===== src/dpsf_params.svh =====
// Constants for the dual-port semaphore flag port controller
`ifndef DPSF_PARAMS_SVH
`define DPSF_PARAMS_SVH
`define DPSF_FLAG_COUNT 8
`define DPSF_INDEX_WIDTH 3
`define DPSF_DATA_WIDTH 16
`define DPSF_CYCLE_NS 100
`define DPSF_ACCESS_NS 200
`define DPSF_ACCESS_CYCLES (((`DPSF_ACCESS_NS) + (`DPSF_CYCLE_NS) - 1) / (`DPSF_CYCLE_NS))
`define DPSF_CNT_WIDTH 4
`define DPSF_OP_FREE 2'h0
`define DPSF_OP_CLAIM 2'h1
`define DPSF_OP_INIT 2'h2
`endif


===== src/dpsf_pkg.sv =====
// Types for the dual-port semaphore flag port controller
package dpsf_pkg;
	typedef enum logic [6:0] {
		DPSF_IDLE = 7'h01,
		DPSF_WSETUP = 7'h02,
		DPSF_WSTROBE = 7'h04,
		DPSF_GAP = 7'h08,
		DPSF_RSTROBE = 7'h10,
		DPSF_RDONE = 7'h20,
		DPSF_FINISH = 7'h40
	} dpsf_state_type;
endpackage


===== src/dpsf_port_ctrl.sv =====
// Controller driving one port of the dual-port semaphore flags
`timescale 1ns/10ps
`include "dpsf_params.svh"
module dpsf_port_ctrl #(
	parameter int DATA_WIDTH = `DPSF_DATA_WIDTH,
	parameter int INDEX_WIDTH = `DPSF_INDEX_WIDTH
) (
	// Clock and reset
	input wire logic clk_in,
	input wire logic reset_in,
	// User command
	input wire logic cmd_valid_in,
	input wire logic [1:0] cmd_op_in,
	input wire logic [INDEX_WIDTH-1:0] cmd_index_in,
	input wire logic cmd_retry_in,
	output logic cmd_ready_out,
	output logic done_out,
	output logic granted_out,
	// Device pins
	output logic flag_space_select_n_out,
	output logic chip_enable_n_out,
	output logic output_enable_n_out,
	output logic write_n_out,
	output logic [INDEX_WIDTH-1:0] flag_index_lines_out,
	output logic [DATA_WIDTH-1:0] data_out,
	output logic data_oe_out,
	input wire logic [DATA_WIDTH-1:0] data_in
);
	// Strobe length rounded up to whole cycles so a slow device still meets its access time
	localparam logic [`DPSF_CNT_WIDTH-1:0] ACC = `DPSF_CNT_WIDTH'(`DPSF_ACCESS_CYCLES);

	// Sequencer
	dpsf_pkg::dpsf_state_type state;
	dpsf_pkg::dpsf_state_type next_state;
	logic [`DPSF_CNT_WIDTH-1:0] cnt;
	logic [`DPSF_CNT_WIDTH-1:0] next_cnt;
	logic [1:0] op;
	logic [1:0] next_op;
	logic [INDEX_WIDTH-1:0] idx;
	logic [INDEX_WIDTH-1:0] next_idx;
	logic retry;
	logic next_retry;
	logic wbit;
	logic next_wbit;

	// User handshake
	logic ready;
	logic next_ready;
	logic done;
	logic next_done;
	logic granted;
	logic next_granted;

	// Device strobes and write data
	logic sel_n;
	logic next_sel_n;
	logic oe_n;
	logic next_oe_n;
	logic we_n;
	logic next_we_n;
	logic doe;
	logic next_doe;
	logic [DATA_WIDTH-1:0] wdata;
	logic [DATA_WIDTH-1:0] next_wdata;

	always_comb begin
		next_state = state;
		next_cnt = cnt;
		next_op = op;
		next_idx = idx;
		next_retry = retry;
		next_wbit = wbit;
		next_ready = ready;
		next_done = 1'b0;
		next_granted = granted;
		next_sel_n = sel_n;
		next_oe_n = oe_n;
		next_we_n = we_n;
		next_doe = doe;
		unique case (state)
			dpsf_pkg::DPSF_IDLE: begin
				// A command offered while busy is dropped without notice
				if (cmd_valid_in && ready) begin
					next_ready = 1'b0;
					next_op = cmd_op_in;
					next_retry = cmd_retry_in;
					next_idx = (cmd_op_in == `DPSF_OP_INIT) ? '0 : cmd_index_in;
					next_wbit = (cmd_op_in == `DPSF_OP_CLAIM) ? 1'b0 : 1'b1;
					next_sel_n = 1'b0;
					next_doe = 1'b1;
					next_cnt = '0;
					next_state = dpsf_pkg::DPSF_WSETUP;
				end
			end
			dpsf_pkg::DPSF_WSETUP: begin
				// Address and data settle one cycle before the strobe falls
				next_we_n = 1'b0;
				next_cnt = ACC;
				next_state = dpsf_pkg::DPSF_WSTROBE;
			end
			dpsf_pkg::DPSF_WSTROBE: begin
				if (cnt > 1) begin
					next_cnt = cnt - 1'b1;
				end else begin
					next_we_n = 1'b1;
					next_state = dpsf_pkg::DPSF_GAP;
				end
			end
			dpsf_pkg::DPSF_GAP: begin
				// Select drops between accesses so each read captures afresh
				next_doe = 1'b0;
				next_sel_n = 1'b1;
				if (!sel_n || doe) begin
					next_state = dpsf_pkg::DPSF_GAP;
				end else if (op == `DPSF_OP_CLAIM) begin
					next_sel_n = 1'b0;
					next_oe_n = 1'b0;
					next_cnt = ACC;
					next_state = dpsf_pkg::DPSF_RSTROBE;
				end else if (op == `DPSF_OP_INIT && idx != INDEX_WIDTH'(`DPSF_FLAG_COUNT - 1)) begin
					next_idx = idx + 1'b1;
					next_sel_n = 1'b0;
					next_doe = 1'b1;
					next_state = dpsf_pkg::DPSF_WSETUP;
				end else begin
					next_granted = 1'b0;
					next_state = dpsf_pkg::DPSF_FINISH;
				end
			end
			dpsf_pkg::DPSF_RSTROBE: begin
				if (cnt > 1) begin
					next_cnt = cnt - 1'b1;
				end else begin
					// Sample on the last strobe cycle, while the captured value still drives
					next_granted = ~data_in[0];
					next_oe_n = 1'b1;
					next_sel_n = 1'b1;
					next_state = dpsf_pkg::DPSF_RDONE;
				end
			end
			dpsf_pkg::DPSF_RDONE: begin
				if (!granted && retry) begin
					// Keep polling until the flag is handed over
					next_sel_n = 1'b0;
					next_oe_n = 1'b0;
					next_cnt = ACC;
					next_state = dpsf_pkg::DPSF_RSTROBE;
				end else begin
					next_state = dpsf_pkg::DPSF_FINISH;
				end
			end
			dpsf_pkg::DPSF_FINISH: begin
				// A failed claim without retry must be withdrawn by an explicit free
				next_done = 1'b1;
				next_ready = 1'b1;
				next_state = dpsf_pkg::DPSF_IDLE;
			end
			default: begin
				next_state = dpsf_pkg::DPSF_IDLE;
			end
		endcase
	end

	// Reset parks every strobe inactive so the device sees no access
	always_ff @(posedge clk_in) begin
		if (reset_in) begin
			state <= dpsf_pkg::DPSF_IDLE;
			cnt <= '0;
			op <= `DPSF_OP_FREE;
			idx <= '0;
			retry <= 1'b0;
			wbit <= 1'b1;
			ready <= 1'b1;
			done <= 1'b0;
			granted <= 1'b0;
			sel_n <= 1'b1;
			oe_n <= 1'b1;
			we_n <= 1'b1;
			doe <= 1'b0;
		end else begin
			state <= next_state;
			cnt <= next_cnt;
			op <= next_op;
			idx <= next_idx;
			retry <= next_retry;
			wbit <= next_wbit;
			ready <= next_ready;
			done <= next_done;
			granted <= next_granted;
			sel_n <= next_sel_n;
			oe_n <= next_oe_n;
			we_n <= next_we_n;
			doe <= next_doe;
		end
	end

	// Every data pin has its own flop so the whole word changes on one edge; only bit zero carries the value
	always_comb begin
		next_wdata = '1;
		next_wdata[0] = next_wbit;
	end

	for (genvar b = 0; b < DATA_WIDTH; b++) begin : g_wdata
		always_ff @(posedge clk_in) begin
			if (reset_in) begin
				wdata[b] <= 1'b1;
			end else begin
				wdata[b] <= next_wdata[b];
			end
		end
	end

	assign cmd_ready_out = ready;
	assign done_out = done;
	assign granted_out = granted;
	assign flag_space_select_n_out = sel_n;
	// The array enable never asserts: this controller only reaches the flag space
	assign chip_enable_n_out = 1'b1;
	assign output_enable_n_out = oe_n;
	assign write_n_out = we_n;
	assign flag_index_lines_out = idx;
	assign data_out = wdata;
	assign data_oe_out = doe;
endmodule


===== config.mk =====
export PLATFORM = sky130hd
export DESIGN_NAME = dpsf_port_ctrl
export DESIGN_NICKNAME = d
export VERILOG_FILES = /design/src/dpsf_pkg.sv /design/src/dpsf_port_ctrl.sv
export VERILOG_INCLUDE_DIRS = /design/src
export SDC_FILE = /design/constraint.sdc
export NUM_CORES = 1
export LEC_CHECK = 0
export BUFFER_PORTS_ARGS = -buffer_cell sky130_fd_sc_hd__clkbuf_2
export CAP_MARGIN = 25
export CORE_ASPECT_RATIO = 0.75
export CORE_UTILIZATION = 53
export DETAILED_ROUTE_END_ITERATION = 7
export PLACE_DENSITY = 0.88
export SLEW_MARGIN = 20
export SYNTH_ARGS = -nofsm -noshare
export SYNTH_HDL_FRONTEND = slang
export SYNTH_SLANG_ARGS = --single-unit

===== constraint.sdc =====
create_clock -name clk_in -period 5.2 [get_ports clk_in]
set_input_delay 0.26 -clock clk_in [delete_from_list [all_inputs] [get_ports clk_in]]
set_output_delay 0.26 -clock clk_in [all_outputs]
set_load 0.01 [all_outputs]

==> results.md, run 1 <==
* Netlist cell types at 48
* Worst hold margin at about 220 ps
* Register area share after synthesis at 0.332
* Die Wd at around 64 um
* Internal Power at around 390 uW
* Worst-margin pin slew at 776 ps
* Crit-path cells: or4_4, or4b_1, a21oi_4, nor2_2, a2111oi_4
* Post-synth EDFFs at 0
* RSZ-0062 raised after global routing: false
* Fmax at approximately 0.43 GHz
* Largest net degree at the start of global routing at 17
* Nets at ~230
* WL per Instance at 13.8 um
* Clock Latency Late Sink at around 270 ps
* Ys flop type: dfxtp_1
* Post-synthesis area per instance at 8.42 um^2
* Fin crit period at about 2300 ps
* PwrDens at about 400 nW/um^2
* Fin cells at about 230
* Post-route cell area at about 1600 um^2
* # placed instances at around 230
* Final setup fails at 0
* Num CTS Buffers at 3
* Synth Area in Simple Gates at 0.252
* Ports at 52
* DRT Pass-1 Iters at 4
* Comb pwr share at 0.429
* RePlAce Congestion at ~0.86
* CP Capture Type: flip-flop
* Fin. Hold Viols at 0
* Setup Fix Bufs, Post-CTS at 0
* CP Max Fanout at 6
* GRT Overall Usage at 0.219
* Yosys top cell area share at 0.332
* Clock Sinks at 25
* Status: finished, final reports clean
* Detailed-placement wirelength estimate at around 2400 um
* Post-Route Skew at 5.70 ps
* H-Tree Depth at 1
* Number of hold buffers added after CTS at 0
* Synth Area in Compound Gates at 0.219
* Mux cell area share after synthesis at 0.0398
* Ys Warns at 0
* Layout cell share with drive strength beyond 1 at 0.157
* Starting density of the core at 0.566
* P_sw at 258 uW
* Number of synthesized register bits at 25
* Leakage at 0.000710 uW
* Post-synth top area cell: dfxtp_1
* VDD IR-drop max at ~0.22 mV
* XOR/XNOR share of the synthesized area at 0.00581
* Sequential share of power at 0.389
* WP data required at about 5400 ps
* Via count at 1,329
* Clk slew on worst S/H paths at about 90 ps
* CTS tree: done
* Pins Over Slew Limit at 0
* Die Ht at approximately 48 um
* Largest family of logic cells by synthesized area: simple AND/OR/NAND/NOR gates
* Final global-route overflow total at 0
* Delay-heaviest family, CP: simple AND/OR/NAND/NOR gates
* Buf+Inv Stages, Crit Path at 0
* Initial antenna violation count at 0
* Via-per-instance ratio at around 5.7
* Clock root buffer: clkbuf_8
* Starting DRC count in detailed routing at 77
* Synth cell count leaders: dfxtp_1 (25), buf_4 (17), nor2_1 (13)
* Clk pwr share at 0.182
* Core area at roughly 2700 um^2
* Synth Cell Area at ~1500 um^2
* Antenna viol nets, final at 0
* Sw frac at 0.399
* Synth Area in Adders at 0.0332
* Slowest stage delay, CP at between 600 and 700 ps
* ANT cells at 0
* Rows at 16
* Port bufs at 20
* # DRC at 0
* HP Class: in -> reg
* Worst rel slew slack at 0.478
* Area contributors post-synth: dfxtp_1 (33%), buf_4 (8.5%), mux2i_1 (4.0%), a21oi_1 (3.3%), ha_1 (3.3%)
* Post-Synthesis Cells at about 180
* Critical path arrival at 2510 ps
* WL final at between 3000 and 4000 um
* WP depth at 5
* Reg2Reg Depth at 5
* Final period util at 0.449
* Crit Path Class: reg -> reg
* First-pass GRT wire length at 5030 um
* Synth-to-Final Area Change at 7.05%
* Vias in the first global route at ~1,000
* Placed Area at roughly 1600 um^2
* MaxCap Viol Count at 0
* Clock Path Buffers at 2
* Worst Hold Depth at 3
* Setup TNS at 0 ps
* Die area at 3060 um^2
* CP max-delay cell: or4b_1
* Critical path launch point type: flip-flop
* Synth async-reset ratio at 0
* Top-count cell post-synth: dfxtp_1
* Post-cts sizing count at 0
[cell families (layout without fill, tap and decap cells)]
family	after synthesis	after routing
adder cells (fa/ha/maj)	4	4
flip-flops	25	25
other	1	16
AO/OA/AOI/OAI	45	45
AND/OR/NAND/NOR	68	68
buffers and inverters	29	32
multiplexers	6	6
XOR/XNOR	1	1
[power by group through the flow]
stage	Combinational, uW	Clock [uW]	Sequential, uW
after floorplan	208	0	256
after global placement	268	0	254
after detailed placement	272	0	255
after CTS	274	114	250
after global routing	305	126	255
final	277	117	251
[flip-flops by register name, indices dropped and copies added, names as in the netlist, 2 cells and up]
name / cells
cnt: 4
flag_index_lines_out: 3
op: 2
state: 7
[stage by stage]
stage          worst slack, ps   util  total power, uW
2_1_floorplan             3100      -              465
3_3_place_gp              2910  0.589              522
3_5_place_dp              2930  0.589              527
4_1_cts                   2880  0.606              639
5_1_grt                   2820  0.606              687
6_report                  2860  0.606              645
[cell usage in the layout (no fill, tap or decap), types with 3 or more instances in the layout]
cell and instances:
a21oi_1 10, a31oi_1 3, and2_1 4, clkbuf_2 20
clkbuf_8 3, conb_1 16, dfxtp_1 25, ha_1 4
inv_1 7, mux2i_1 6, nand2_1 11, nand2b_1 4
nand3_1 5, nor2_1 13, nor2b_1 6, nor3_1 4
o211ai_1 4, o21ai_0 9, o31ai_1 3, or3_1 3
[path summary, 6_finish.rpt]
| check | startpoint | slack (ps) | end |
|---|---|---|---|
| min | cmd_retry_in | 220 | retry$_SDFFE_PP0P_ |
| max reg2reg | state[4]$_SDFFE_PP0P_ | 2860 | state[2]$_SDFFE_PP0P_ |
| min reg2reg | cnt[1]$_SDFFE_PP0P_ | 500 | cnt[1]$_SDFFE_PP0P_ |
| max | state[4]$_SDFFE_PP0P_ | 2860 | state[2]$_SDFFE_PP0P_ |
[final cells by class]
type	count	area, um^2
fill	256	1050
tap	36	45.0
timing repair buffer	21	108
multi-input combinational	140	890
sequential	25	500
inverter	7	26.3
clock buffer	4	45.0
[metal layers]
metal | vias to the layer above | wire (um) | global-route usage
li1 | 652 | - | -
met1 | 616 | 1600 | 0.327
met2 | 59 | 1330 | 0.332
met3 | 2 | 285 | 0.0514
met4 | 0 | 8 | 0.0227
met5 | - | 0 | 0
[worst reg2reg max path: cells and delay by family (launching register included)]
family	cells	cell delay, ps
flops	1	370
compound gates	2	580
simple gates	3	1290
Power figures use the tool's default switching activity.
==> run 2, diff against run 1 <==
--- a/config.mk
+++ b/config.mk
@@ -6,12 +6,13 @@
 export SDC_FILE = /design/constraint.sdc
 export NUM_CORES = 1
 export LEC_CHECK = 0
+export ABC_AREA = 1
 export BUFFER_PORTS_ARGS = -buffer_cell sky130_fd_sc_hd__clkbuf_2
 export CAP_MARGIN = 25
 export CORE_ASPECT_RATIO = 0.75
-export CORE_UTILIZATION = 53
+export CORE_UTILIZATION = 45
 export DETAILED_ROUTE_END_ITERATION = 7
-export PLACE_DENSITY = 0.88
+export PLACE_DENSITY = 0.79
 export SLEW_MARGIN = 20
 export SYNTH_ARGS = -nofsm -noshare
 export SYNTH_HDL_FRONTEND = slang
==> constraint.sdc (replaced) <==
create_clock -name clk_in -period 2 [get_ports clk_in]
set_input_delay 0.1 -clock clk_in [delete_from_list [all_inputs] [get_ports clk_in]]
set_output_delay 0.1 -clock clk_in [all_outputs]
set_load 0.01 [all_outputs]
==> run 2 against run 1 <==
Net effect: clock skew shrank 2.0 ps; largest power group unchanged; routed wire length is 5.6% lower; critical path type unchanged; via count is 5.3% higher; largest cell class unchanged.
==> results.md, run 2 <==
* WL final at 3040 um (was 3220 um)
* Critical path launch point type: flip-flop (unchanged)
* Die area at 3700 um^2 (was 3060 um^2)
* Clock Path Buffers at 2 (unchanged)
* WP data required at 2170 ps (was 5370 ps)
* Worst R2R End: flag_index_lines_out[1]$_SDFFE_PP0P_ (was state[2]$_SDFFE_PP0P_)
* Internal Power at 1130 uW (was 387 uW)
* Number of hold buffers added after CTS at 0 (unchanged)
* Rows at 18 (was 16)
* Via count at 1,400 (was 1,329)
* # DRC at 0 (unchanged)
* Hold EP: retry$_SDFFE_PP0P_ (unchanged)
* PwrDens at 1240 nW/um^2 (was 400 nW/um^2)
* Post-Route Skew at 3.69 ps (was 5.70 ps)
* Clock root buffer: clkbuf_8 (unchanged)
* CTS tree: done (unchanged)
* Detailed-placement wirelength estimate at 2360 um (was 2430 um)
* Synth async-reset ratio at 0 (unchanged)
* Buf+Inv Stages, Crit Path at 1 (was 0)
* Met2 usage at 0.321 (was 0.332)
* Clk pwr share at 0.146 (was 0.182)
* Worst rel slew slack at 0.657 (was 0.478)
* CP Capture Type: flip-flop (unchanged)
* Port bufs at 20 (unchanged)
* Clock Latency Late Sink at 270 ps (about the same)
* Netlist cell types at 26 (was 48)
* Setup Fix Bufs, Post-CTS at 0 (unchanged)
* Largest Register: state (unchanged)
* Worst Hold Depth at 3 (unchanged)
* Busiest grt layer: met2 (unchanged)
* Pins Over Slew Limit at 0 (unchanged)
* Sw frac at 0.457 (was 0.399)
* Commonest non-fill, non-tap cells in the layout: nand2_1 (49), nor2_1 (33), dfxtp_1 (25) (was dfxtp_1 (25), clkbuf_2 (20), conb_1 (16))
* Setup TNS at 0 ps (unchanged)
* Vias in the first global route at 1,253 (was 1,040)
* Nets at 283 (was 227)
* Top-count cell post-synth: nand2_1 (was dfxtp_1)
* Synth Cell Area at 1560 um^2 (was 1510 um^2)
* Synth-to-Final Area Change at 7.88% (was 7.05%)
* Ys Warns at 0 (unchanged)
* WL per Instance at 10.4 um (was 13.8 um)
* ANT cells at 0 (unchanged)
* Delay-heaviest family, CP: simple AND/OR/NAND/NOR gates (unchanged)
* Final period util at 0.857 (was 0.449)
* Worst-margin pin slew at 513 ps (was 776 ps)
* CP max-delay cell: dfxtp_1 (was or4b_1)
* Comb pwr share at 0.512 (was 0.429)
* Fmax at 0.583 GHz (was 0.428 GHz)
* Largest net degree at the start of global routing at 17 (unchanged)
* M3 GR Usage at 0.0457 (was 0.0514)
* Slowest stage delay, CP at 350 ps (was 650 ps)
* CP Max Fanout at 5 (was 6)
* Reg-to-Reg Start: flag_index_lines_out[0]$_SDFFE_PP0P_ (was state[4]$_SDFFE_PP0P_)
* H-Tree Depth at 1 (unchanged)
* GRT Overall Usage at 0.191 (was 0.219)
* Number of synthesized register bits at 25 (unchanged)
* Num CTS Buffers at 3 (unchanged)
* Fin crit period at 1710 ps (was 2340 ps)
* RSZ-0062 raised after global routing: false (unchanged)
* Ys flop type: dfxtp_1 (unchanged)
* Via-per-instance ratio at 4.78 (was 5.70)
* Post-synth top area cell: dfxtp_1 (unchanged)
* Starting DRC count in detailed routing at 139 (was 77)
* Post-Synthesis Cells at 232 (was 179)
* RePlAce Congestion at 0.864 (was 0.856)
* VDD IR-drop max at 0.663 mV (was 0.221 mV)
* Crit-path cells: ha_1, ha_1, nor3_1, nor2_2, nor3_4, inv_2, nor2_1, nor2_1 (was or4_4, or4b_1, a21oi_4, nor2_2, a2111oi_4)
* Starting density of the core at 0.473 (was 0.566)
* Post-synth EDFFs at 0 (unchanged)
* Area contributors post-synth: dfxtp_1 (32%), nand2_1 (12%), buf_4 (8.2%), nor2_1 (8.0%), nand3_1 (6.8%) (was dfxtp_1 (33%), buf_4 (8.5%), mux2i_1 (4.0%), a21oi_1 (3.3%), ha_1 (3.3%))
* Core area at 3290 um^2 (was 2660 um^2)
* Ports at 52 (unchanged)
* First-pass GRT wire length at 5550 um (was 5030 um)
* Leakage at 0.000837 uW (was 0.000710 uW)
* Initial antenna violation count at 0 (unchanged)
* Die Wd at 69.9 um (was 63.6 um)
* MaxCap Viol Count at 0 (unchanged)
* Final setup fails at 0 (unchanged)
* Antenna viol nets, final at 0 (unchanged)
* HP Class: in -> reg (unchanged)
* Critical path arrival at 1880 ps (was 2510 ps)
* Fin cells at 293 (was 233)
* P_sw at 951 uW (was 258 uW)
* Synth cell count leaders: nand2_1 (49), nor2_1 (33), dfxtp_1 (25) (was dfxtp_1 (25), buf_4 (17), nor2_1 (13))
* Commonest non-fill, non-tap cell in the layout: nand2_1 (was dfxtp_1)
* DRT Pass-1 Iters at 4 (unchanged)
* Clock Sinks at 25 (unchanged)
* Max reg flops at 7 (unchanged)
* Met1 Track Usage GR at 0.255 (was 0.327)
* Reg2Reg Depth at 8 (was 5)
* Crit Path Class: reg -> reg (unchanged)
* Sequential share of power at 0.342 (was 0.389)
* Fin. Hold Viols at 0 (unchanged)
* Post-cts sizing count at 0 (unchanged)
* Layout cell share with drive strength beyond 1 at 0.202 (was 0.157)
* # placed instances at 289 (was 229)
* Final global-route overflow total at 0 (unchanged)
* Hold_sp: cmd_retry_in (unchanged)
* Register area share after synthesis at 0.322 (was 0.332)
* Yosys top cell area share at 0.322 (was 0.332)
* Status: finished, final reports clean (unchanged)
* Post-synthesis area per instance at 6.70 um^2 (was 8.42 um^2)
* Clk slew on worst S/H paths at 90 ps (about the same)
* Die Ht at 52.9 um (was 48.2 um)
* Reg2Reg Setup Slack at 290 ps (was 2860 ps)
[run 2: cell type report]
cell class | instances | area, um^2
clock buffer | 4 | 45.0
fill | 321 | 1610
inverter | 27 | 101
multi-input combinational | 176 | 873
sequential | 25 | 500
tap | 40 | 50.0
timing repair buffer | 21 | 108
[run 2: cells by family after synthesis]
group / synth area share
AOI/OAI and AO/OA: 0.0982
xor gates and xnor gates: 0.00563
adders and majority gates: 0.0322
buffers and inverters: 0.153
DFF: 0.322
other: 0.00241
and+or+nand+nor: 0.387
[run 2: power by group through the flow]
stage / combinational (uW) / clock, uW / sequential [uW]
finish: 1070 / 303 / 712
global route: 1240 / 341 / 732
CTS: 1060 / 310 / 713
detailed placement: 1060 / 0 / 723
global placement: 1040 / 0 / 721
floorplan: 825 / 0 / 732
[run 2: tightest hold or removal path, cell delays in order]
cell,delay [ps]
clkbuf_2,70
nor2_1,30
nor2_1,80
[run 2: metrics by stage]
step	area, um^2	power [uW]	hold slack, ps	utilization	setup WS [ps]
floorplan	1610	1560	235	-	399
global placement	1630	1760	322	0.497	310
detailed placement	1630	1780	338	0.497	286
CTS	1680	2090	46.1	0.510	271
global route	1680	2310	90.3	0.510	94.6
finish	1680	2080	48.7	0.510	286
[run 2: how the worst max path moves through the flow]
stage                                    startpoint                                   end  slack (ps)  cells after the start
5_1_grt                       state[2]$_SDFFE_PP0P_                    op[1]$_SDFFE_PP0P_          90                      8
3_5_place_dp   flag_index_lines_out[0]$_SDFFE_PP0P_  flag_index_lines_out[2]$_SDFFE_PP0P_         290                      8
3_3_place_gp   flag_index_lines_out[0]$_SDFFE_PP0P_  flag_index_lines_out[2]$_SDFFE_PP0P_         310                      8
2_1_floorplan  flag_index_lines_out[0]$_SDFFE_PP0P_  flag_index_lines_out[1]$_SDFFE_PP0P_         400                      8
4_1_cts        flag_index_lines_out[0]$_SDFFE_PP0P_  flag_index_lines_out[2]$_SDFFE_PP0P_         270                      8
6_report       flag_index_lines_out[0]$_SDFFE_PP0P_  flag_index_lines_out[1]$_SDFFE_PP0P_         290                      8
[run 2: metal layers]
layer / wire length [um] / vias up
met5: 0 / -
met4: 17 / 0
met3: 130 / 4
met2: 1270 / 32
met1: 1630 / 615
li1: - / 749
